**config.mk**
```make
export PLATFORM = sky130hd
export DESIGN_NAME = pmg_bank
export DESIGN_NICKNAME = d
export VERILOG_FILES = /design/src/logic/pmg_pkg.sv /design/src/logic/pmg_bank.sv /design/src/logic/pmg_evt_cell.sv
export VERILOG_INCLUDE_DIRS = /design/src /design/src/logic
export SDC_FILE = /design/constraint.sdc
export NUM_CORES = 1
export LEC_CHECK = 0
export BUFFER_PORTS_ARGS = -buffer_cell sky130_fd_sc_hd__buf_2
export CORE_ASPECT_RATIO = 0.75
export CORE_MARGIN = 1.5
export CORE_UTILIZATION = 42
export DETAILED_ROUTE_END_ITERATION = 7
export PLACE_DENSITY = 0.65
export SLEW_MARGIN = 30
export SYNTH_ARGS = -nofsm -noshare
export SYNTH_HDL_FRONTEND = slang
export SYNTH_SLANG_ARGS = --single-unit
```
**constraint.sdc**
```tcl
create_clock -name i_clk -period 4.6 [get_ports i_clk]
set_clock_uncertainty 0.05 [all_clocks]
set_input_delay 0.46 -clock i_clk [delete_from_list [all_inputs] [get_ports i_clk]]
set_output_delay 0.46 -clock i_clk [all_outputs]
set_load 0.01 [all_outputs]
```
**src/logic/pmg_params.svh**
```systemverilog
// constants for the power-management event and control register bank
`ifndef PMG_PARAMS_SVH
`define PMG_PARAMS_SVH
// ============================================================
// register word indices (byte address = 4 * index)
`define PMG_IDX_STS_A      4'h0
`define PMG_IDX_EN_A       4'h1
`define PMG_IDX_STS_B      4'h2
`define PMG_IDX_EN_B       4'h3
`define PMG_IDX_CNT_A      4'h4
`define PMG_IDX_CNT_B      4'h5
// ============================================================
// status / enable bit positions (fixed for the whole grouping)
`define PMG_BIT_PWRBTN     0
`define PMG_BIT_SLPBTN     1
`define PMG_BIT_RTC        2
`define PMG_BIT_WAKE       3
`define PMG_NUM_EVT        4
// which block implements each event bit (1 = present)
`define PMG_EVT_IN_A       4'h7
`define PMG_EVT_IN_B       4'h8
// ============================================================
// control register fields
`define PMG_CNT_MODE       0
`define PMG_CNT_SLP_LSB    10
`define PMG_CNT_SLP_MSB    12
`define PMG_CNT_SLP_EN     13
// ============================================================
// reset values
`define PMG_RST_STS        4'h0
`define PMG_RST_EN         4'h0
`define PMG_RST_SLP        3'h0
// ============================================================
// timing
`define PMG_CLK_MHZ        100
`define PMG_OVR_SEC        4
`define PMG_OVR_CYC        (`PMG_OVR_SEC * `PMG_CLK_MHZ * 1000000)
`define PMG_WAKE_SEL       3'h0
`endif

```
**src/logic/pmg_pkg.sv**
```systemverilog
// types for the power-management event and control register bank
package pmg_pkg;
    // ============================================================
    // power sequencing states
    typedef enum logic [1:0] {
        PMG_WORKING,
        PMG_ENTER,
        PMG_SLEEPING,
        PMG_OFF
    } pmg_state_t;
endpackage

```
**src/logic/pmg_bank.sv**
```systemverilog
// fixed-feature event/control register bank with two register blocks
`timescale 1ns/1ps
`include "pmg_params.svh"
// Summary of operation
// - high event input sets its status bit
// - writing one clears status; zero does nothing
// - enable never affects status set or clear
// - event output is status and enable
// - reserved bits read zero, writes ignored
// - each bit lives in block A, B or both
// - sleep type 0-7, separate per block
// - registers reachable in the I/O space
// - implemented fixed features behave exactly as defined
// - power button held four seconds forces off
// - mode select bit shows legacy or OS mode
// - alarm wakes the system from sleep
// - sleep entry and wake back to working
// - power and sleep buttons are fixed events
// - controller events belong in general event block
// - mode clear routes to firmware, set to OS
// - write-only bits act on a written one
module pmg_bank
    import pmg_pkg::*;
#(
    parameter int unsigned OVR_CYC = `PMG_OVR_CYC
) (
    // clock and reset
    input  wire logic        i_clk,
    input  wire logic        i_resetn,
    // avalon-mm slave
    input  wire logic [5:0]  i_avs_address,
    input  wire logic        i_avs_read,
    input  wire logic        i_avs_write,
    input  wire logic [31:0] i_avs_writedata,
    input  wire logic [3:0]  i_avs_byteenable,
    output logic [31:0]      o_avs_readdata,
    output logic             o_avs_waitrequest,
    // hardware events
    input  wire logic        i_pwr_button,
    input  wire logic        i_slp_button,
    input  wire logic        i_rtc_alarm,
    // interrupts and power control
    output logic             o_os_visible_event_interrupt,
    output logic             o_transparent_firmware_interrupt,
    output logic             o_sleep_req,
    output logic [2:0]       o_sleep_type_block_a,
    output logic [2:0]       o_sleep_type_block_b,
    output logic             o_sleeping,
    output logic             o_power_off
);
    // ============================================================
    // bus decode
    localparam int NE = `PMG_NUM_EVT;
    logic        ack_r;
    logic [31:0] rdata_r;
    logic [31:0] rdata_nxt;
    wire  [3:0]  idx    = i_avs_address[5:2];
    wire         req    = (i_avs_read | i_avs_write) & ~ack_r;
    wire         wr_go  = i_avs_write & ~ack_r;
    wire         be_lo  = i_avs_byteenable[0];
    wire         be_hi  = i_avs_byteenable[1];

    function automatic logic hit(input logic [3:0] a, input logic [3:0] want);
        hit = (a == want);
    endfunction

    wire wr_sts_a = wr_go & hit(idx, `PMG_IDX_STS_A);
    wire wr_en_a  = wr_go & hit(idx, `PMG_IDX_EN_A);
    wire wr_sts_b = wr_go & hit(idx, `PMG_IDX_STS_B);
    wire wr_en_b  = wr_go & hit(idx, `PMG_IDX_EN_B);
    wire wr_cnt_a = wr_go & hit(idx, `PMG_IDX_CNT_A) & be_lo & be_hi;
    wire wr_cnt_b = wr_go & hit(idx, `PMG_IDX_CNT_B) & be_lo & be_hi;

    // ============================================================
    // event cells, one per implemented (bit, block) pair
    logic [NE-1:0] evt_in;
    logic [NE-1:0] sts_a;
    logic [NE-1:0] en_a;
    logic [NE-1:0] out_a;
    logic [NE-1:0] sts_b;
    logic [NE-1:0] en_b;
    logic [NE-1:0] out_b;
    logic          wake_evt;
    localparam logic [NE-1:0] IN_A = `PMG_EVT_IN_A;
    localparam logic [NE-1:0] IN_B = `PMG_EVT_IN_B;

    // buttons and alarm are fixed events
    assign evt_in[`PMG_BIT_PWRBTN] = i_pwr_button;
    assign evt_in[`PMG_BIT_SLPBTN] = i_slp_button;
    assign evt_in[`PMG_BIT_RTC]    = i_rtc_alarm;
    assign evt_in[`PMG_BIT_WAKE]   = wake_evt;

    genvar g;
    generate
        for (g = 0; g < NE; g++) begin : g_evt
            // bit position is fixed; the block holding it is a strap
            if (IN_A[g]) begin : g_a
                pmg_evt_cell u_cell (
                    .i_clk       (i_clk),
                    .i_resetn    (i_resetn),
                    .i_event     (evt_in[g]),
                    .i_clr       (wr_sts_a & be_lo & i_avs_writedata[g]),
                    .i_en_wr     (wr_en_a & be_lo),
                    .i_en_val    (i_avs_writedata[g]),
                    .o_status    (sts_a[g]),
                    .o_enable    (en_a[g]),
                    .o_event_out (out_a[g])
                );
            end else begin : g_na
                assign sts_a[g] = 1'b0;
                assign en_a[g]  = 1'b0;
                assign out_a[g] = 1'b0;
            end
            if (IN_B[g]) begin : g_b
                pmg_evt_cell u_cell (
                    .i_clk       (i_clk),
                    .i_resetn    (i_resetn),
                    .i_event     (evt_in[g]),
                    .i_clr       (wr_sts_b & be_lo & i_avs_writedata[g]),
                    .i_en_wr     (wr_en_b & be_lo),
                    .i_en_val    (i_avs_writedata[g]),
                    .o_status    (sts_b[g]),
                    .o_enable    (en_b[g]),
                    .o_event_out (out_b[g])
                );
            end else begin : g_nb
                assign sts_b[g] = 1'b0;
                assign en_b[g]  = 1'b0;
                assign out_b[g] = 1'b0;
            end
        end
    endgenerate

    // ============================================================
    // control bits: mode select and sleep type live in both blocks
    logic       mode_r;
    logic [2:0] slp_a_r;
    logic [2:0] slp_b_r;
    logic       slp_go_a_r;
    logic       slp_go_b_r;

    // sleep type is a plain 3-bit value, one per block
    wire [2:0] slp_wd = i_avs_writedata[`PMG_CNT_SLP_MSB:`PMG_CNT_SLP_LSB];
    wire       mode_wd = i_avs_writedata[`PMG_CNT_MODE];
    // sleep enable is write-only: a one pulses, a zero does nothing
    wire       go_a_nxt = wr_cnt_a & i_avs_writedata[`PMG_CNT_SLP_EN];
    wire       go_b_nxt = wr_cnt_b & i_avs_writedata[`PMG_CNT_SLP_EN];
    wire       mode_nxt = (wr_cnt_a | wr_cnt_b) ? mode_wd : mode_r;
    wire [2:0] slp_a_nxt = wr_cnt_a ? slp_wd : slp_a_r;
    wire [2:0] slp_b_nxt = wr_cnt_b ? slp_wd : slp_b_r;

    always_ff @(posedge i_clk or negedge i_resetn) begin
        if (!i_resetn) begin
            mode_r     <= 1'b0;
            slp_a_r    <= `PMG_RST_SLP;
            slp_b_r    <= `PMG_RST_SLP;
            slp_go_a_r <= 1'b0;
            slp_go_b_r <= 1'b0;
        end else begin
            mode_r     <= mode_nxt;
            slp_a_r    <= slp_a_nxt;
            slp_b_r    <= slp_b_nxt;
            slp_go_a_r <= go_a_nxt;
            slp_go_b_r <= go_b_nxt;
        end
    end

    // ============================================================
    // event routing: shared events go to firmware until the OS takes over
    wire any_evt = |(out_a | out_b);
    assign o_os_visible_event_interrupt     = any_evt & mode_r;
    assign o_transparent_firmware_interrupt = any_evt & ~mode_r;

    // ============================================================
    // power button override: a long hold forces off regardless of software
    logic [31:0] hold_r;
    wire  [31:0] hold_nxt = !i_pwr_button ? 32'h0 :
                            (hold_r >= OVR_CYC) ? hold_r : hold_r + 32'h1;
    wire         ovr_hit  = i_pwr_button & (hold_r >= OVR_CYC - 1);

    // ============================================================
    // sleep/wake sequencer
    pmg_state_t st_r;
    pmg_state_t st_nxt;
    wire sleep_go = slp_go_a_r | slp_go_b_r;
    // alarm or either button wakes from sleep, enabled or not
    wire wake_src = i_rtc_alarm | i_pwr_button | i_slp_button;

    always_comb begin
        st_nxt = st_r;
        unique case (st_r)
            PMG_WORKING:  if (sleep_go) st_nxt = PMG_ENTER;
            PMG_ENTER:    st_nxt = PMG_SLEEPING;
            PMG_SLEEPING: if (wake_src) st_nxt = PMG_WORKING;
            PMG_OFF:      if (i_pwr_button & ~ovr_hit & (hold_r == 32'h0)) st_nxt = PMG_WORKING;
        endcase
        if (ovr_hit) st_nxt = PMG_OFF;
    end

    assign wake_evt = (st_r == PMG_SLEEPING) & wake_src;

    always_ff @(posedge i_clk or negedge i_resetn) begin
        if (!i_resetn) begin
            st_r   <= PMG_WORKING;
            hold_r <= 32'h0;
        end else begin
            st_r   <= st_nxt;
            hold_r <= hold_nxt;
        end
    end

    assign o_sleep_req          = (st_r == PMG_ENTER);
    assign o_sleeping           = (st_r == PMG_SLEEPING);
    assign o_power_off          = (st_r == PMG_OFF);
    assign o_sleep_type_block_a = slp_a_r;
    assign o_sleep_type_block_b = slp_b_r;

    // ============================================================
    // read mux; unmapped words and reserved bits return zero
    // controller events belong to the general event block, never mapped here
    wire [31:0] cnt_a_rd = {18'h0, 1'b0, slp_a_r, 9'h0, mode_r};
    wire [31:0] cnt_b_rd = {18'h0, 1'b0, slp_b_r, 9'h0, mode_r};

    always_comb begin
        rdata_nxt = 32'h0;
        unique case (idx)
            `PMG_IDX_STS_A: rdata_nxt = {{(32-NE){1'b0}}, sts_a};
            `PMG_IDX_EN_A:  rdata_nxt = {{(32-NE){1'b0}}, en_a};
            `PMG_IDX_STS_B: rdata_nxt = {{(32-NE){1'b0}}, sts_b};
            `PMG_IDX_EN_B:  rdata_nxt = {{(32-NE){1'b0}}, en_b};
            `PMG_IDX_CNT_A: rdata_nxt = cnt_a_rd;
            `PMG_IDX_CNT_B: rdata_nxt = cnt_b_rd;
            default:        rdata_nxt = 32'h0;
        endcase
    end

    // ============================================================
    // one wait cycle on every access; data registered on the answer edge
    always_ff @(posedge i_clk or negedge i_resetn) begin
        if (!i_resetn) begin
            ack_r   <= 1'b0;
            rdata_r <= 32'h0;
        end else begin
            ack_r   <= req;
            rdata_r <= (req & i_avs_read) ? rdata_nxt : rdata_r;
        end
    end

    assign o_avs_waitrequest = (i_avs_read | i_avs_write) & ~ack_r;
    assign o_avs_readdata    = rdata_r;
endmodule

```
**src/logic/pmg_evt_cell.sv**
```systemverilog
// one status/enable event cell
`timescale 1ns/1ps
module pmg_evt_cell (
    // clock and reset
    input  wire logic i_clk,
    input  wire logic i_resetn,
    // event and software access
    input  wire logic i_event,
    input  wire logic i_clr,
    input  wire logic i_en_wr,
    input  wire logic i_en_val,
    // cell state
    output logic      o_status,
    output logic      o_enable,
    output logic      o_event_out
);
    logic status_r;
    logic enable_r;
    logic status_nxt;
    logic enable_nxt;

    // set wins over a same-cycle clear; enable plays no part here
    assign status_nxt = i_event | (status_r & ~i_clr);
    assign enable_nxt = i_en_wr ? i_en_val : enable_r;

    always_ff @(posedge i_clk or negedge i_resetn) begin
        if (!i_resetn) begin
            status_r <= 1'b0;
            enable_r <= 1'b0;
        end else begin
            status_r <= status_nxt;
            enable_r <= enable_nxt;
        end
    end

    assign o_status    = status_r;
    assign o_enable    = enable_r;
    assign o_event_out = status_r & enable_r;
endmodule

```
==> impl_summary.md <==
Clock tree
The number of levels the H-tree was split into is 3. The number of clock buffers added by TritonCTS is 9. Counting along the longest clock path gives a buffer depth of 2. TritonCTS built the clock tree. Hold repair after CTS inserted 0 buffers.

The number of sinks on the clock net is 59. The number of setup buffers added after CTS is 0. After clock tree synthesis, the clock-pin slew on the worst setup and hold paths is 0.07 ns. The clock root buffer is sky130_fd_sc_hd__clkbuf_8. The later pin in the worst-skew pair is clocked with a latency of 0.33 ns. After clock tree synthesis, the repair step resized 0 gates.

Yosys
Counting flops with a built-in enable in the synthesized netlist gives 0. Counting flops and latches in the post-synthesis netlist gives 59. After synthesis, the share of flip-flops with an asynchronous set or reset is 100%. After technology mapping, the gate count stands at 334.

Each instance of the synthesized netlist takes up on average 9.57 µm². Of the post-synthesis cell area, the dominant cell type holds 46.2%. The library cell occupying the most area in the post-synthesis netlist is sky130_fd_sc_hd__dfrtp_1. In the synthesized netlist, the cells that appear most often are sky130_fd_sc_hd__dfrtp_1, sky130_fd_sc_hd__nor2_1, sky130_fd_sc_hd__nand2_1. After synthesis the cells add up to 3200 µm². The Yosys step of the flow raised 0 warnings. The number of different library cells in the post-synthesis netlist is 45. The sequential cell area fraction in the yosys report is 46.2%. In the synthesized netlist the dominant register cell turns out to be sky130_fd_sc_hd__dfrtp_1.

sky130_fd_sc_hd__dfrtp_1 is the most common cell in the netlist. By area the synthesized netlist is led by sky130_fd_sc_hd__dfrtp_1, sky130_fd_sc_hd__buf_4, sky130_fd_sc_hd__nor2_1.

Route
The first TritonRoute pass finished after 4 iterations. The count of vias placed by the detailed router is 2500. For this run, design rule violations remaining after detail routing come to 0. For this block, the initial DRC count from the detailed router was 163. The final routed wire length divided by cell count is 14.3 µm. The count of nets left with antenna violations once routing finished came out at 0.

Using the TritonRoute via totals, the vias-per-cell ratio works out to 5.22. The routed design has 6.85 mm of wire.

Worst setup path
The cell with the largest stage delay on the worst path is sky130_fd_sc_hd__o31a_1. For the worst setup path, the data required time is 4.79 ns. The buffering stage count on the worst path with inverters included is 0. The critical path runs through a total of 6 cells. The largest single stage delay on the critical path is 0.76 ns. At the worst endpoint, the arrival time is 3.06 ns. The worst setup path is captured at a register. The maximum fanout encountered on the critical timing path is 20. The kind of critical path is reg -> reg. Measured in cells, the most critical reg-to-reg path has a length of 6. The cell type group with the largest total delay on the critical path is simple AND/OR/NAND/NOR gates. The signal on the critical path passes through or3_1 > a21oi_1 > o31a_1 > nand4_1 > or3_1 > a21oi_1. The worst setup path is launched from a register.

Layout
The final cell count without fillers is 479. The area growth from synthesis to layout is 11.7%. The final layout contains 424 nets. Cells with a size suffix above 1 make up 18.8% of the layout. 0 antenna diodes ended up in the layout.

Place
The setup slack at placement is 1.78 ns. The number of port buffers is 39. Routability-driven placement finished with a final weighted congestion of 0.825. The half-perimeter wire length of the detailed placement result is 4.74 mm. The number of placed instances with taps included is 463.

Die
The initial cell density of the core is 43.4%. The horizontal die dimension is 104 µm. The die covers 8150 µm².

The site row count is 27. During I/O placement, the number of pins put on the boundary was 93. The core area is 7360 µm². The height of the die is 78.6 µm.

Min path
The path type of the worst min-delay path is in -> async.

STA
The setup total negative slack is 0 ns. The number of hold violations in the final report is 0. The remaining max-slew budget at the tightest pin is 38.4%.

The worst-case hold slack is 0.204 ns. The part of the cycle the worst path needs is 62.4%. Setup violations remaining at the end of the flow were counted as 0. The time the worst path needs with I/O delays and setup is 2.87 ns. At the pin with the least slew margin, the transition time is 0.923 ns. The setup slack after layout is 1.73 ns.

The final max-slew violation count is 0. Setup repair after global routing left no endpoint under its margin. The achievable clock frequency is 348 MHz.

Global route
The maximum number of pins on one net before global-route repair is 60. The initial antenna violation count is 0. The number of global-route vias before repair is 2333. Global routing finished with a remaining overflow of 0. The first global-routing pass estimated 11.7 mm of wire. The total global-route track usage is 18.2%.

Run status
The flow ran to the end, and the final reports show no timing, DRC or antenna violations.

Power and ir drop
The final total power is 0.00118 W. The leakage power is 1.74 nW. Across the VDD grid, the largest voltage drop is 0.000210 V. Dividing total power by cell area gives a power density of 330 nW/µm².

Run
The max-cap violation count is 0.
==> kinds of logic after synthesis <==
| family | share of synthesized area [%] |
|---|---|
| and+or+nand+nor | 24.7 |
| DFF | 46.2 |
| buffers and inverters | 9.08 |
| AOI/OAI and AO/OA | 8.65 |
| muxes | 6.07 |
| xor gates and xnor gates | 4.38 |
| adders and majority gates | 0.783 |
| other | 0.117 |
==> path summary, 6_finish.rpt <==
check	startpoint	end	slack [ns]
max	hold_r[31]	hold_r[27]	1.73
min	i_resetn	hold_r[10]	0.20
max reg2reg	hold_r[31]	hold_r[27]	1.73
min reg2reg	o_avs_readdata[3]	o_avs_readdata[3]	0.43
max in group asynchronous	i_resetn	hold_r[25]	3.77
min in group i_clk	i_rtc_alarm	g_evt[2].g_a.u_cell.o_status	0.28
==> power breakdown <==
part / internal, W / total [W] / leakage [nW] / switching, W
Combinational: 0.0000440 / 0.000115 / 0.846 / 0.0000706
Clock: 0.000304 / 0.000508 / 0.103 / 0.000205
Sequential: 0.000540 / 0.000556 / 0.793 / 0.0000162
==> cells in the final DEF (no fill, tap or decap), types with 4 or more instances in the layout <==
cell type	instances
sky130_fd_sc_hd__o31ai_1	8
sky130_fd_sc_hd__nand3_1	13
sky130_fd_sc_hd__inv_1	10
sky130_fd_sc_hd__o21ai_0	9
sky130_fd_sc_hd__nand4_1	15
sky130_fd_sc_hd__mux2_2	11
sky130_fd_sc_hd__and2_1	8
sky130_fd_sc_hd__and4_1	4
sky130_fd_sc_hd__buf_2	39
sky130_fd_sc_hd__clkbuf_8	9
sky130_fd_sc_hd__conb_1	25
sky130_fd_sc_hd__or3_1	9
sky130_fd_sc_hd__nor2_1	34
sky130_fd_sc_hd__xor2_1	12
sky130_fd_sc_hd__a21oi_1	10
sky130_fd_sc_hd__mux2i_1	7
sky130_fd_sc_hd__nand2_1	33
sky130_fd_sc_hd__xnor2_1	4
sky130_fd_sc_hd__nor3_1	4
sky130_fd_sc_hd__dfrtp_1	59
sky130_fd_sc_hd__nand2b_1	4
sky130_fd_sc_hd__and3_1	7
sky130_fd_sc_hd__nor4_1	8
==> stage by stage <==
step | area [µm²] | utilization [%]
after floorplan | 3290 | -
after global placement | 3360 | 45.7
after detailed placement | 3360 | 45.7
after CTS | 3570 | 48.5
after global routing | 3570 | 48.5
final | 3570 | 48.5
==> cell type report <==
class / count / area (µm²)
fillers: 733 / 3790
multi-input cells: 253 / 1520
flip-flops and latches: 59 / 1480
repair buffers: 40 / 203
clock buffers: 11 / 131
well taps: 101 / 126
clock inverters: 5 / 77.6
inverters: 10 / 37.5
==> state kept, by name (all words and copies together), names as in the netlist <==
| register | count |
|---|---|
| slp_go_b_r | 1 |
| ack_r | 1 |
| mode_r | 1 |
| slp_go_a_r | 1 |
| st_r | 2 |
| g_evt.g_b.u_cell.o_status | 1 |
| o_sleep_type_block_b | 3 |
| g_evt.g_a.u_cell.o_status | 3 |
| o_avs_readdata | 7 |
| o_sleep_type_block_a | 3 |
| g_evt.g_b.u_cell.o_enable | 1 |
| g_evt.g_a.u_cell.o_enable | 3 |
| hold_r | 32 |
==> routing by layer <==
metal / wire (µm) / share of wire [%] / GRT usage (%)
met1: 3410 / 50 / 26.3
met2: 3010 / 44 / 26.1
met4: 78 / 1.1 / 5.14
met5: 0 / 0 / 0
met3: 349 / 5.1 / 5.56
(Power assumes the default switching activity.)
